$ cat src/inc/blp_defines.svh
`ifndef BLP_DEFINES_SVH
`define BLP_DEFINES_SVH

// ---------------------------------------------------------------
// Clock and link-setup timing
// ---------------------------------------------------------------
`define BLP_CLK_HZ 50000000
`define BLP_UART_BPS 9600
`define BLP_UART_DIV 16'(`BLP_CLK_HZ / `BLP_UART_BPS)
`define BLP_SYNC_WAIT 2'h3
`define BLP_ZERO_COUNT 2'h3

// ---------------------------------------------------------------
// Handshake byte values
// ---------------------------------------------------------------
`define BLP_ACK_BYTE 8'h00
`define BLP_GENERIC_CODE 8'h55
`define BLP_BOOT_CODE 8'hc6
`define BLP_DEBUG_MAGIC 8'ha5

// ---------------------------------------------------------------
// Packet framing, status and reply layout
// ---------------------------------------------------------------
`define BLP_CMD_START 8'h01
`define BLP_REPLY_START 8'h81
`define BLP_PACKET_END 8'h03
`define BLP_RESP_ERROR 8'h80
`define BLP_STS_OK 8'h00
`define BLP_STS_UNSUPPORTED 8'hc0
`define BLP_STS_PACKET 8'hc1
`define BLP_STS_CHECKSUM 8'hc2
`define BLP_LEN_MIN 16'h0001
`define BLP_LEN_MAX 16'h0100
`define BLP_REPLY_LEN 8'h02
`define BLP_REPLY_LAST 3'h6
`define BLP_INQUIRY_CODE 8'h00

`endif

$ cat src/inc/blp_pkg.sv
`default_nettype none

package blp_pkg;

  // Selected host link
  typedef enum logic [1:0] {blp_link_none, blp_link_uart, blp_link_usb, blp_link_dbg} blp_link_t;

  // Link-setup and packet-parsing states
  typedef enum logic [3:0] {
    blp_st_init, blp_st_decide, blp_st_halt, blp_st_zeros, blp_st_ack, blp_st_wait_gen,
    blp_st_boot, blp_st_drain, blp_st_hunt, blp_st_len_hi, blp_st_len_lo, blp_st_code,
    blp_st_info, blp_st_sum, blp_st_end, blp_st_reply
  } blp_state_t;

  // One received byte with its strobe
  typedef struct packed {
    logic valid;
    logic [7:0] data;
  } blp_byte_t;

  // Accepted command handed to the executor
  typedef struct packed {
    logic valid;
    logic [7:0] code;
    logic [15:0] length;
  } blp_cmd_t;

endpackage

`default_nettype wire

$ cat src/rtl/blp_parser.sv
`timescale 1ns/1ns
`default_nettype none
`include "blp_defines.svh"

module blp_parser
  import blp_pkg::*;
(
  input wire logic mclk,
  input wire logic rst,
  input wire logic boot_mode_pin,
  input wire logic [7:0] debug_boot_mode_reg,
  input wire logic flash_head_erased,
  input wire logic usb_configured,
  input wire blp_byte_t uart_rx,
  input wire blp_byte_t usb_rx,
  input wire blp_byte_t dbg_rx,
  input wire logic tx_ready,
  input wire logic tx_idle,
  output logic sw_reset_req,
  output logic uart_tx_pullup_en,
  output logic uart_tx_drive_high,
  output logic [15:0] uart_baud_div,
  output logic usb_enum_en,
  output logic usb_rx_en,
  output blp_link_t link_sel,
  output logic link_up,
  output logic tx_valid,
  output logic [7:0] tx_data,
  output blp_cmd_t cmd_out,
  output logic [7:0] err_status,
  output logic err_pulse
);

  // ---------------------------------------------------------------
  // Decoding helpers
  // ---------------------------------------------------------------
  // Defined command codes of the boot protocol
  function automatic logic cmd_defined(input logic [7:0] code);
    unique case (code)
      8'h71, 8'h2c, 8'h72, 8'h73, 8'h75, 8'h30, 8'h28, 8'h2a, 8'h29, 8'h2b, 8'h50, 8'h4e, 8'h4f,
      8'h51, 8'h52, 8'h4a, 8'h4b, 8'h4c, 8'h4d, 8'h00, 8'h3a, 8'h3b, 8'h34, 8'h12, 8'h13, 8'h15,
      8'h18, 8'h2e, 8'h26, 8'h27, 8'h36, 8'h1a: cmd_defined = 1'b1;
      default: cmd_defined = 1'b0;
    endcase
  endfunction

  // Per-command length; only the inquiry is checked, and it must carry no information bytes
  function automatic logic cmd_len_ok(input logic [7:0] code, input logic [15:0] len);
    cmd_len_ok = (code != `BLP_INQUIRY_CODE) || (len == `BLP_LEN_MIN);
  endfunction

  // Error reply byte by position: start, length, response, status, sum, end
  function automatic logic [7:0] reply_byte(input logic [2:0] idx, input logic [7:0] resp,
                                            input logic [7:0] sts);
    unique case (idx)
      3'h0: reply_byte = `BLP_REPLY_START;
      3'h1: reply_byte = 8'h00;
      3'h2: reply_byte = `BLP_REPLY_LEN;
      3'h3: reply_byte = resp;
      3'h4: reply_byte = sts;
      3'h5: reply_byte = 8'(8'h00 - (`BLP_REPLY_LEN + resp + sts));
      default: reply_byte = `BLP_PACKET_END;
    endcase
  endfunction

  // ---------------------------------------------------------------
  // State
  // ---------------------------------------------------------------
  blp_state_t state, next_state;
  logic mode_meta, mode_sync;
  logic [1:0] init_cnt, cnt_u, cnt_b, next_cnt_u, next_cnt_b;
  logic [15:0] len;
  logic [8:0] info_left;
  logic [7:0] code, sum, resp, sts;
  logic sum_ok;
  logic [2:0] idx;

  // ---------------------------------------------------------------
  // Receive selection and decode
  // ---------------------------------------------------------------
  // Only the selected link feeds the parser; the rest is dropped
  wire usb_v = usb_rx.valid & usb_rx_en;
  wire rx_v = (link_sel == blp_link_uart) ? uart_rx.valid :
              (link_sel == blp_link_usb) ? usb_v :
              (link_sel == blp_link_dbg) ? dbg_rx.valid : 1'b0;
  wire [7:0] rx_d = (link_sel == blp_link_uart) ? uart_rx.data :
                    (link_sel == blp_link_usb) ? usb_rx.data : dbg_rx.data;
  wire tx_take = tx_valid & tx_ready;
  wire magic = debug_boot_mode_reg == `BLP_DEBUG_MAGIC;
  wire len_bad = (len < `BLP_LEN_MIN) || (len > `BLP_LEN_MAX);
  wire [7:0] sum_next = 8'(sum + rx_d);
  wire end_bad = rx_d != `BLP_PACKET_END;
  wire [7:0] frame_sts = end_bad ? `BLP_STS_PACKET :
                         !sum_ok ? `BLP_STS_CHECKSUM :
                         !cmd_defined(code) ? `BLP_STS_UNSUPPORTED :
                         !cmd_len_ok(code, len) ? `BLP_STS_PACKET : `BLP_STS_OK;
  wire zeros_done = (next_cnt_u == `BLP_ZERO_COUNT) || (next_cnt_b == `BLP_ZERO_COUNT);

  // Zero counters: a byte on one link clears the other's count
  assign next_cnt_u = !uart_rx.valid ? (usb_v ? 2'h0 : cnt_u) :
                      (usb_v || uart_rx.data != 8'h00) ? 2'h0 : 2'(cnt_u + 2'h1);
  assign next_cnt_b = !usb_v ? (uart_rx.valid ? 2'h0 : cnt_b) :
                      (uart_rx.valid || usb_rx.data != 8'h00) ? 2'h0 : 2'(cnt_b + 2'h1);

  // Transmit side is a decode of registered state only
  assign tx_valid = (state == blp_st_ack) || (state == blp_st_boot) || (state == blp_st_reply);
  assign tx_data = (state == blp_st_ack) ? `BLP_ACK_BYTE :
                   (state == blp_st_boot) ? `BLP_BOOT_CODE : reply_byte(idx, resp, sts);
  assign link_up = state >= blp_st_hunt;
  assign uart_tx_pullup_en = (state != blp_st_init) && (state != blp_st_halt);
  assign usb_enum_en = (state == blp_st_zeros) || (link_sel == blp_link_usb);
  assign usb_rx_en = usb_enum_en & usb_configured;

  // ---------------------------------------------------------------
  // Next-state logic
  // ---------------------------------------------------------------
  always_comb begin
    next_state = state;
    unique case (state)
      blp_st_init: if (init_cnt == `BLP_SYNC_WAIT) next_state = blp_st_decide;
      blp_st_decide: begin
        if (!mode_sync) next_state = blp_st_halt;
        else if (magic) next_state = blp_st_wait_gen;
        else if (!flash_head_erased) next_state = blp_st_halt;
        else next_state = blp_st_zeros;
      end
      blp_st_halt: next_state = blp_st_halt;
      blp_st_zeros: if (zeros_done) next_state = blp_st_ack;
      blp_st_ack: if (tx_take) next_state = blp_st_wait_gen;
      blp_st_wait_gen: if (rx_v && rx_d == `BLP_GENERIC_CODE) next_state = blp_st_boot;
      blp_st_boot: if (tx_take) next_state = blp_st_drain;
      blp_st_drain: if (tx_idle) next_state = blp_st_hunt;
      blp_st_hunt: if (rx_v && rx_d == `BLP_CMD_START) next_state = blp_st_len_hi;
      blp_st_len_hi: if (rx_v) next_state = blp_st_len_lo;
      blp_st_len_lo: if (rx_v) next_state = blp_st_code;
      blp_st_code: begin
        if (len_bad) next_state = blp_st_reply;
        else if (rx_v) next_state = (len == `BLP_LEN_MIN) ? blp_st_sum : blp_st_info;
      end
      blp_st_info: if (rx_v && info_left == 9'h001) next_state = blp_st_sum;
      blp_st_sum: if (rx_v) next_state = blp_st_end;
      blp_st_end: if (rx_v) next_state = (frame_sts == `BLP_STS_OK) ? blp_st_hunt : blp_st_reply;
      blp_st_reply: if (tx_take && idx == `BLP_REPLY_LAST) next_state = blp_st_hunt;
    endcase
  end

  // ---------------------------------------------------------------
  // Sequencing registers
  // ---------------------------------------------------------------
  // Boot pin is asynchronous, so it is caught only through two flops
  always_ff @(posedge mclk or posedge rst) begin
    if (rst) begin
      mode_meta <= 1'b0;
      mode_sync <= 1'b0;
      state <= blp_st_init;
      init_cnt <= 2'h0;
      cnt_u <= 2'h0;
      cnt_b <= 2'h0;
      link_sel <= blp_link_none;
      sw_reset_req <= 1'b0;
      uart_tx_drive_high <= 1'b0;
      uart_baud_div <= `BLP_UART_DIV;
    end else begin
      mode_meta <= boot_mode_pin;
      mode_sync <= mode_meta;
      state <= next_state;
      init_cnt <= (init_cnt == `BLP_SYNC_WAIT) ? init_cnt : 2'(init_cnt + 2'h1);
      cnt_u <= (state == blp_st_zeros) ? next_cnt_u : 2'h0;
      cnt_b <= (state == blp_st_zeros) ? next_cnt_b : 2'h0;
      sw_reset_req <= (state == blp_st_decide) && mode_sync && !magic && !flash_head_erased;
      uart_baud_div <= `BLP_UART_DIV;
      // Link is chosen once and then held until reset
      if (state == blp_st_decide && mode_sync && magic) begin
        link_sel <= blp_link_dbg;
      end else if (state == blp_st_zeros && zeros_done) begin
        link_sel <= (next_cnt_u == `BLP_ZERO_COUNT) ? blp_link_uart : blp_link_usb;
        uart_tx_drive_high <= next_cnt_u == `BLP_ZERO_COUNT;
      end
    end
  end

  // ---------------------------------------------------------------
  // Packet datapath
  // ---------------------------------------------------------------
  // Payload is not stored; the executor sees only code and length
  always_ff @(posedge mclk or posedge rst) begin
    if (rst) begin
      len <= 16'h0000;
      info_left <= 9'h000;
      code <= 8'h00;
      sum <= 8'h00;
      sum_ok <= 1'b0;
      resp <= 8'h00;
      sts <= 8'h00;
      idx <= 3'h0;
      cmd_out <= '0;
      err_status <= 8'h00;
      err_pulse <= 1'b0;
    end else begin
      cmd_out.valid <= 1'b0;
      err_pulse <= 1'b0;
      if (tx_take && state == blp_st_reply) idx <= 3'(idx + 3'h1);
      if (state == blp_st_code && len_bad) begin
        resp <= `BLP_RESP_ERROR;
        sts <= `BLP_STS_PACKET;
        err_status <= `BLP_STS_PACKET;
        err_pulse <= 1'b1;
        idx <= 3'h0;
      end else if (rx_v) begin
        unique case (state)
          blp_st_len_hi: begin
            len[15:8] <= rx_d;
            sum <= rx_d;
          end
          blp_st_len_lo: begin
            len[7:0] <= rx_d;
            sum <= sum_next;
          end
          blp_st_code: begin
            code <= rx_d;
            sum <= sum_next;
            info_left <= 9'(len - 16'h0001);
          end
          blp_st_info: begin
            sum <= sum_next;
            info_left <= 9'(info_left - 9'h001);
          end
          blp_st_sum: sum_ok <= sum_next == 8'h00;
          blp_st_end: begin
            if (frame_sts == `BLP_STS_OK) begin
              cmd_out <= '{valid: 1'b1, code: code, length: len};
            end else begin
              resp <= `BLP_RESP_ERROR | code;
              sts <= frame_sts;
              err_status <= frame_sts;
              err_pulse <= 1'b1;
              idx <= 3'h0;
            end
          end
          default: ;
        endcase
      end
    end
  end
endmodule

`default_nettype wire

$ cat config.mk
export PLATFORM = sky130hd
export DESIGN_NAME = blp_parser
export DESIGN_NICKNAME = d
export VERILOG_FILES = /design/src/inc/blp_pkg.sv /design/src/rtl/blp_parser.sv
export VERILOG_INCLUDE_DIRS = /design/src /design/src/inc
export SDC_FILE = /design/constraint.sdc
export NUM_CORES = 1
export LEC_CHECK = 0
export BUFFER_PORTS_ARGS = -buffer_cell sky130_fd_sc_hd__buf_4
export CAP_MARGIN = 40
export CORE_ASPECT_RATIO = 0.9
export CORE_MARGIN = 1
export CORE_UTILIZATION = 45
export DETAILED_ROUTE_END_ITERATION = 7
export PLACE_DENSITY_LB_ADDON = 0.3
export SLEW_MARGIN = 20
export SYNTH_ARGS = -nofsm -noshare
export SYNTH_HDL_FRONTEND = slang
export SYNTH_SLANG_ARGS = --single-unit
$ cat constraint.sdc
create_clock -name mclk -period 6.4 [get_ports mclk]
set_input_delay 0 -clock mclk [delete_from_list [all_inputs] [get_ports mclk]]
set_output_delay 0 -clock mclk [all_outputs]
set_load 0.02 [all_outputs]
==> results.json <==
{
  "status": "complete, no violations",
  "cp-start-kind": "flop",
  "start_util_pct": 46.33,
  "clk_pin_slew_ps": 70,
  "hold_viol_final": 0,
  "p_clk_share_pct": 45.8,
  "drive_gt1_share_pct": 23.47,
  "syn-instance-count": 635,
  "cts_buffer_depth": 2,
  "via_per_inst": 5.668,
  "utilization_pct": 54.39,
  "cp-end-kind": "flop",
  "arrival_ps": 3490,
  "drc": 0,
  "die-area_mm2": 0.01428,
  "cts_tree": "yes",
  "grt_overflow": 0,
  "area_growth_pct": 17.39,
  "vias": 5033,
  "fp-row-count": 40,
  "crit_type": "flop to flop",
  "ctsHtreeMaxLevel": 3,
  "relSlewSlack_pct": 48.59,
  "tightest_slew_ps": 749.6,
  "clock-sinks": 98,
  "synthesis.area_mm2": 0.006215,
  "drt_iter0_drc": 312,
  "p_per_area_mw_per_mm2": 178.7,
  "grt_pass1_vias": 4821,
  "ant_nets": 0,
  "grt_usage_pct": 21.88,
  "ys.flop_type": "dfrtp_1",
  "grt_max_degree": 60,
  "final_cells": 888,
  "dp_cells": 866,
  "regToRegSetupSlack_ps": 3170,
  "io_pins": 109,
  "die-width_um": 125.9,
  "maxSlewViolCount": 0,
  "grt_pass1_wl_um": 24590,
  "place.gp.congestion": 0.8582,
  "wl_um": 15000,
  "io_buffers": 88,
  "layout_min_cycle_time_ps": 3235,
  "clk_latency_ps": 360,
  "cts_made_buffers": 9,
  "vdd_drop_max_mv": 0.1184,
  "hold_class": "input pin to flop",
  "grt_setup_unrepaired": "no",
  "yosysWarnings": 0,
  "cts-root-buf": "clkbuf_16",
  "finalSetupViolCount": 0,
  "synth-edff-count": 0,
  "wl_per_cell_um": 16.89,
  "finalCritPeriodShare_pct": 50.54,
  "finClkSkew_ps": 7.970,
  "antenna_cells": 0,
  "power_switching_w": 0.0003019,
  "critPathRequiredTime_ps": 6650,
  "clock.fmax_mhz": 309.2,
  "place_ws_ps": 2890,
  "coreArea_mm2": 0.01341,
  "seqPwrFrac_pct": 47.6,
  "switching_share_pct": 23.16,
  "post-cts-setup-buffers": 0,
  "whs_ps": 12.49,
  "leakage_nw": 3.373,
  "grt_use_met1_pct": 29.12,
  "synthArstFlopShare_pct": 100.0,
  "top_usage_layer": "met2",
  "intPower_w": 0.001002,
  "antenna_found_initial": 0,
  "fin_ws_ps": 3165,
  "firstDrtPassIters": 4,
  "nets": 779,
  "fp.dieH_um": 113.5,
  "max_cap_viol_count": 0,
  "cp_max_fo": 14,
  "seq_area_frac_synth_pct": 39.46,
  "hpwlAfterDp_um": 11220,
  "setup-tns-final_ps": 0,
  "synth_area_per_cell_um2": 9.787,
  "combPwrFrac_pct": 6.7,
  "met3_usage_pct": 5.910,
  "synth_seq_cells": 98,
  "ys_types": 80,
  "grt_use_met2_pct": 35.52
}
synthesized netlist by cell type (5+ instances only):
cell type / count / area (um^2)
mux2_1: 5 / 56.30
dfrtp_1: 98 / 2452
a211oi_1: 6 / 45.04
nor2_1: 52 / 195.2
o31ai_1: 7 / 52.55
inv_1: 32 / 120.1
nor2b_1: 8 / 50.05
o21ai_1: 13 / 65.06
a31oi_1: 5 / 31.28
nand3_1: 29 / 145.1
mux2i_2: 5 / 68.82
nand2_1: 42 / 157.7
mux2_2: 23 / 259.0
nor4_1: 7 / 43.79
buf_2: 6 / 30.03
nor3_1: 17 / 85.08
ha_1: 20 / 250.2
o22ai_1: 6 / 37.54
xor2_1: 5 / 43.79
a22o_1: 5 / 43.79
nor3b_1: 5 / 37.54
buf_4: 22 / 165.2
a21oi_1: 26 / 130.1
mux2_4: 18 / 270.3
mux2i_1: 27 / 270.3
xnor2_1: 10 / 87.58
nand2b_1: 5 / 31.28
clkbuf_1: 12 / 45.04
o21ai_0: 30 / 150.1
through the flow:
| stage | instance area, um^2 | power [W] |
|---|---|---|
| after floorplan | 6282 | 0.0006890 |
| after global placement | 6853 | 0.0007128 |
| after detailed placement | 6908 | 0.0007164 |
| after CTS | 7281 | 0.001317 |
| after global routing | 7296 | 0.001351 |
| final | 7296 | 0.001304 |
flip-flops by register name, indices dropped and copies added (netlist names):
register	flops
err_pulse	1
cnt_b	2
cmd_out	25
sum	8
resp	8
len	16
uart_tx_drive_high	1
mode_meta	1
init_cnt	2
info_left	9
idx	3
sts	3
mode_sync	1
state	4
code	8
cnt_u	2
sum_ok	1
link_sel	2
sw_reset_req	1
layout make-up:
| type | count | area, um^2 |
|---|---|---|
| clock buffer | 10 | 229.0 |
| clock inverter | 6 | 93.84 |
| fill | 1174 | 6117 |
| inverter | 34 | 130.1 |
| multi-input combinational | 473 | 3377 |
| sequential | 98 | 2452 |
| tap | 168 | 210.2 |
| timing repair buffer | 99 | 803.3 |
cell families (layout without fill, tap and decap cells):
logic type      after synthesis  count (layout)  synth area share [%]
buf+inv                      82             149                 7.288
mux                          78              78                 14.88
other cells                   2              20                0.1208
xor+xnor                     15              15                 2.114
simple gates                204             204                 17.52
fa+ha+maj                    22              22                 4.671
flops                        98              98                 39.46
compound gates              134             134                 13.95
routing by layer:
layer / vias up / share of wire (%)
li1: 2417 / -
met4: 0 / 1.3
met1: 2428 / 47
met5: - / 0
met3: 19 / 6.0
met2: 169 / 46
worst max-delay path, cell delays in order, from the launching register on:
cell,delay (ps)
dfrtp_1,760
mux2i_2,490
ha_1,350
nor2b_1,140
o21ai_0,190
a21boi_0,170
or4b_2,620
nand3_1,120
nor2_1,50
a32o_1,230
timing repair:
action,in CTS,in global routing
hold buffers,5,0
hold endpoints to repair,32,0
gates resized for setup,0,0
path summary, 6_finish.rpt:
kind / from / end / depth (start not counted)
worst max-delay path: link_sel[0] / sum_ok / 9
worst min-delay path: uart_rx[8] / cnt_u[0] / 3
worst max register to register: link_sel[0] / sum_ok / 9
worst min register to register: mode_meta / mode_sync / 0
max in group asynchronous: rst / link_sel[0] / 5
min in group asynchronous: rst / cmd_out[10] / 3
power by group through the flow:
| stage | clock [W] | sequential, W | combinational [W] |
|---|---|---|---|
| 3_5_place_dp | 0 | 0.000633 | 0.0000838 |
| 4_1_cts | 0.000610 | 0.000620 | 0.0000867 |
| 2_1_floorplan | 0 | 0.000632 | 0.0000568 |
| 5_1_grt | 0.000637 | 0.000620 | 0.0000946 |
| 6_report | 0.000597 | 0.000620 | 0.0000867 |
| 3_3_place_gp | 0 | 0.000633 | 0.0000803 |
cell usage in the layout (no fill, tap or decap), types with 4 or more instances in the layout:
cell           Yosys  layout
mux2_4            18      18
and2_1             4       4
nand4_1            4       4
inv_1             32      31
nor2b_1            8       8
dlygate4sd3_1      0       5
a21oi_1           26      26
nand2b_1           5       5
a22o_1             5       5
a21o_1             4       4
nor4_1             7       7
buf_4             22      91
mux2_2            23      23
o22ai_1            6       6
conb_1             2      20
mux2i_2            5       5
dfrtp_1           98      98
ha_1              20      20
nor3_1            17      17
mux2_1             5       5
o31ai_1            7       7
xnor2_1           10      10
nand3_1           29      29
o21ai_0           30      30
clkbuf_16          0       9
nor2_1            52      52
o21ai_1           13      13
nand2_1           42      42
nor3b_1            5       5
a211oi_1           6       6
mux2i_1           27      27
xor2_1             5       5
a31oi_1            5       5
Power figures use the tool's default switching activity.
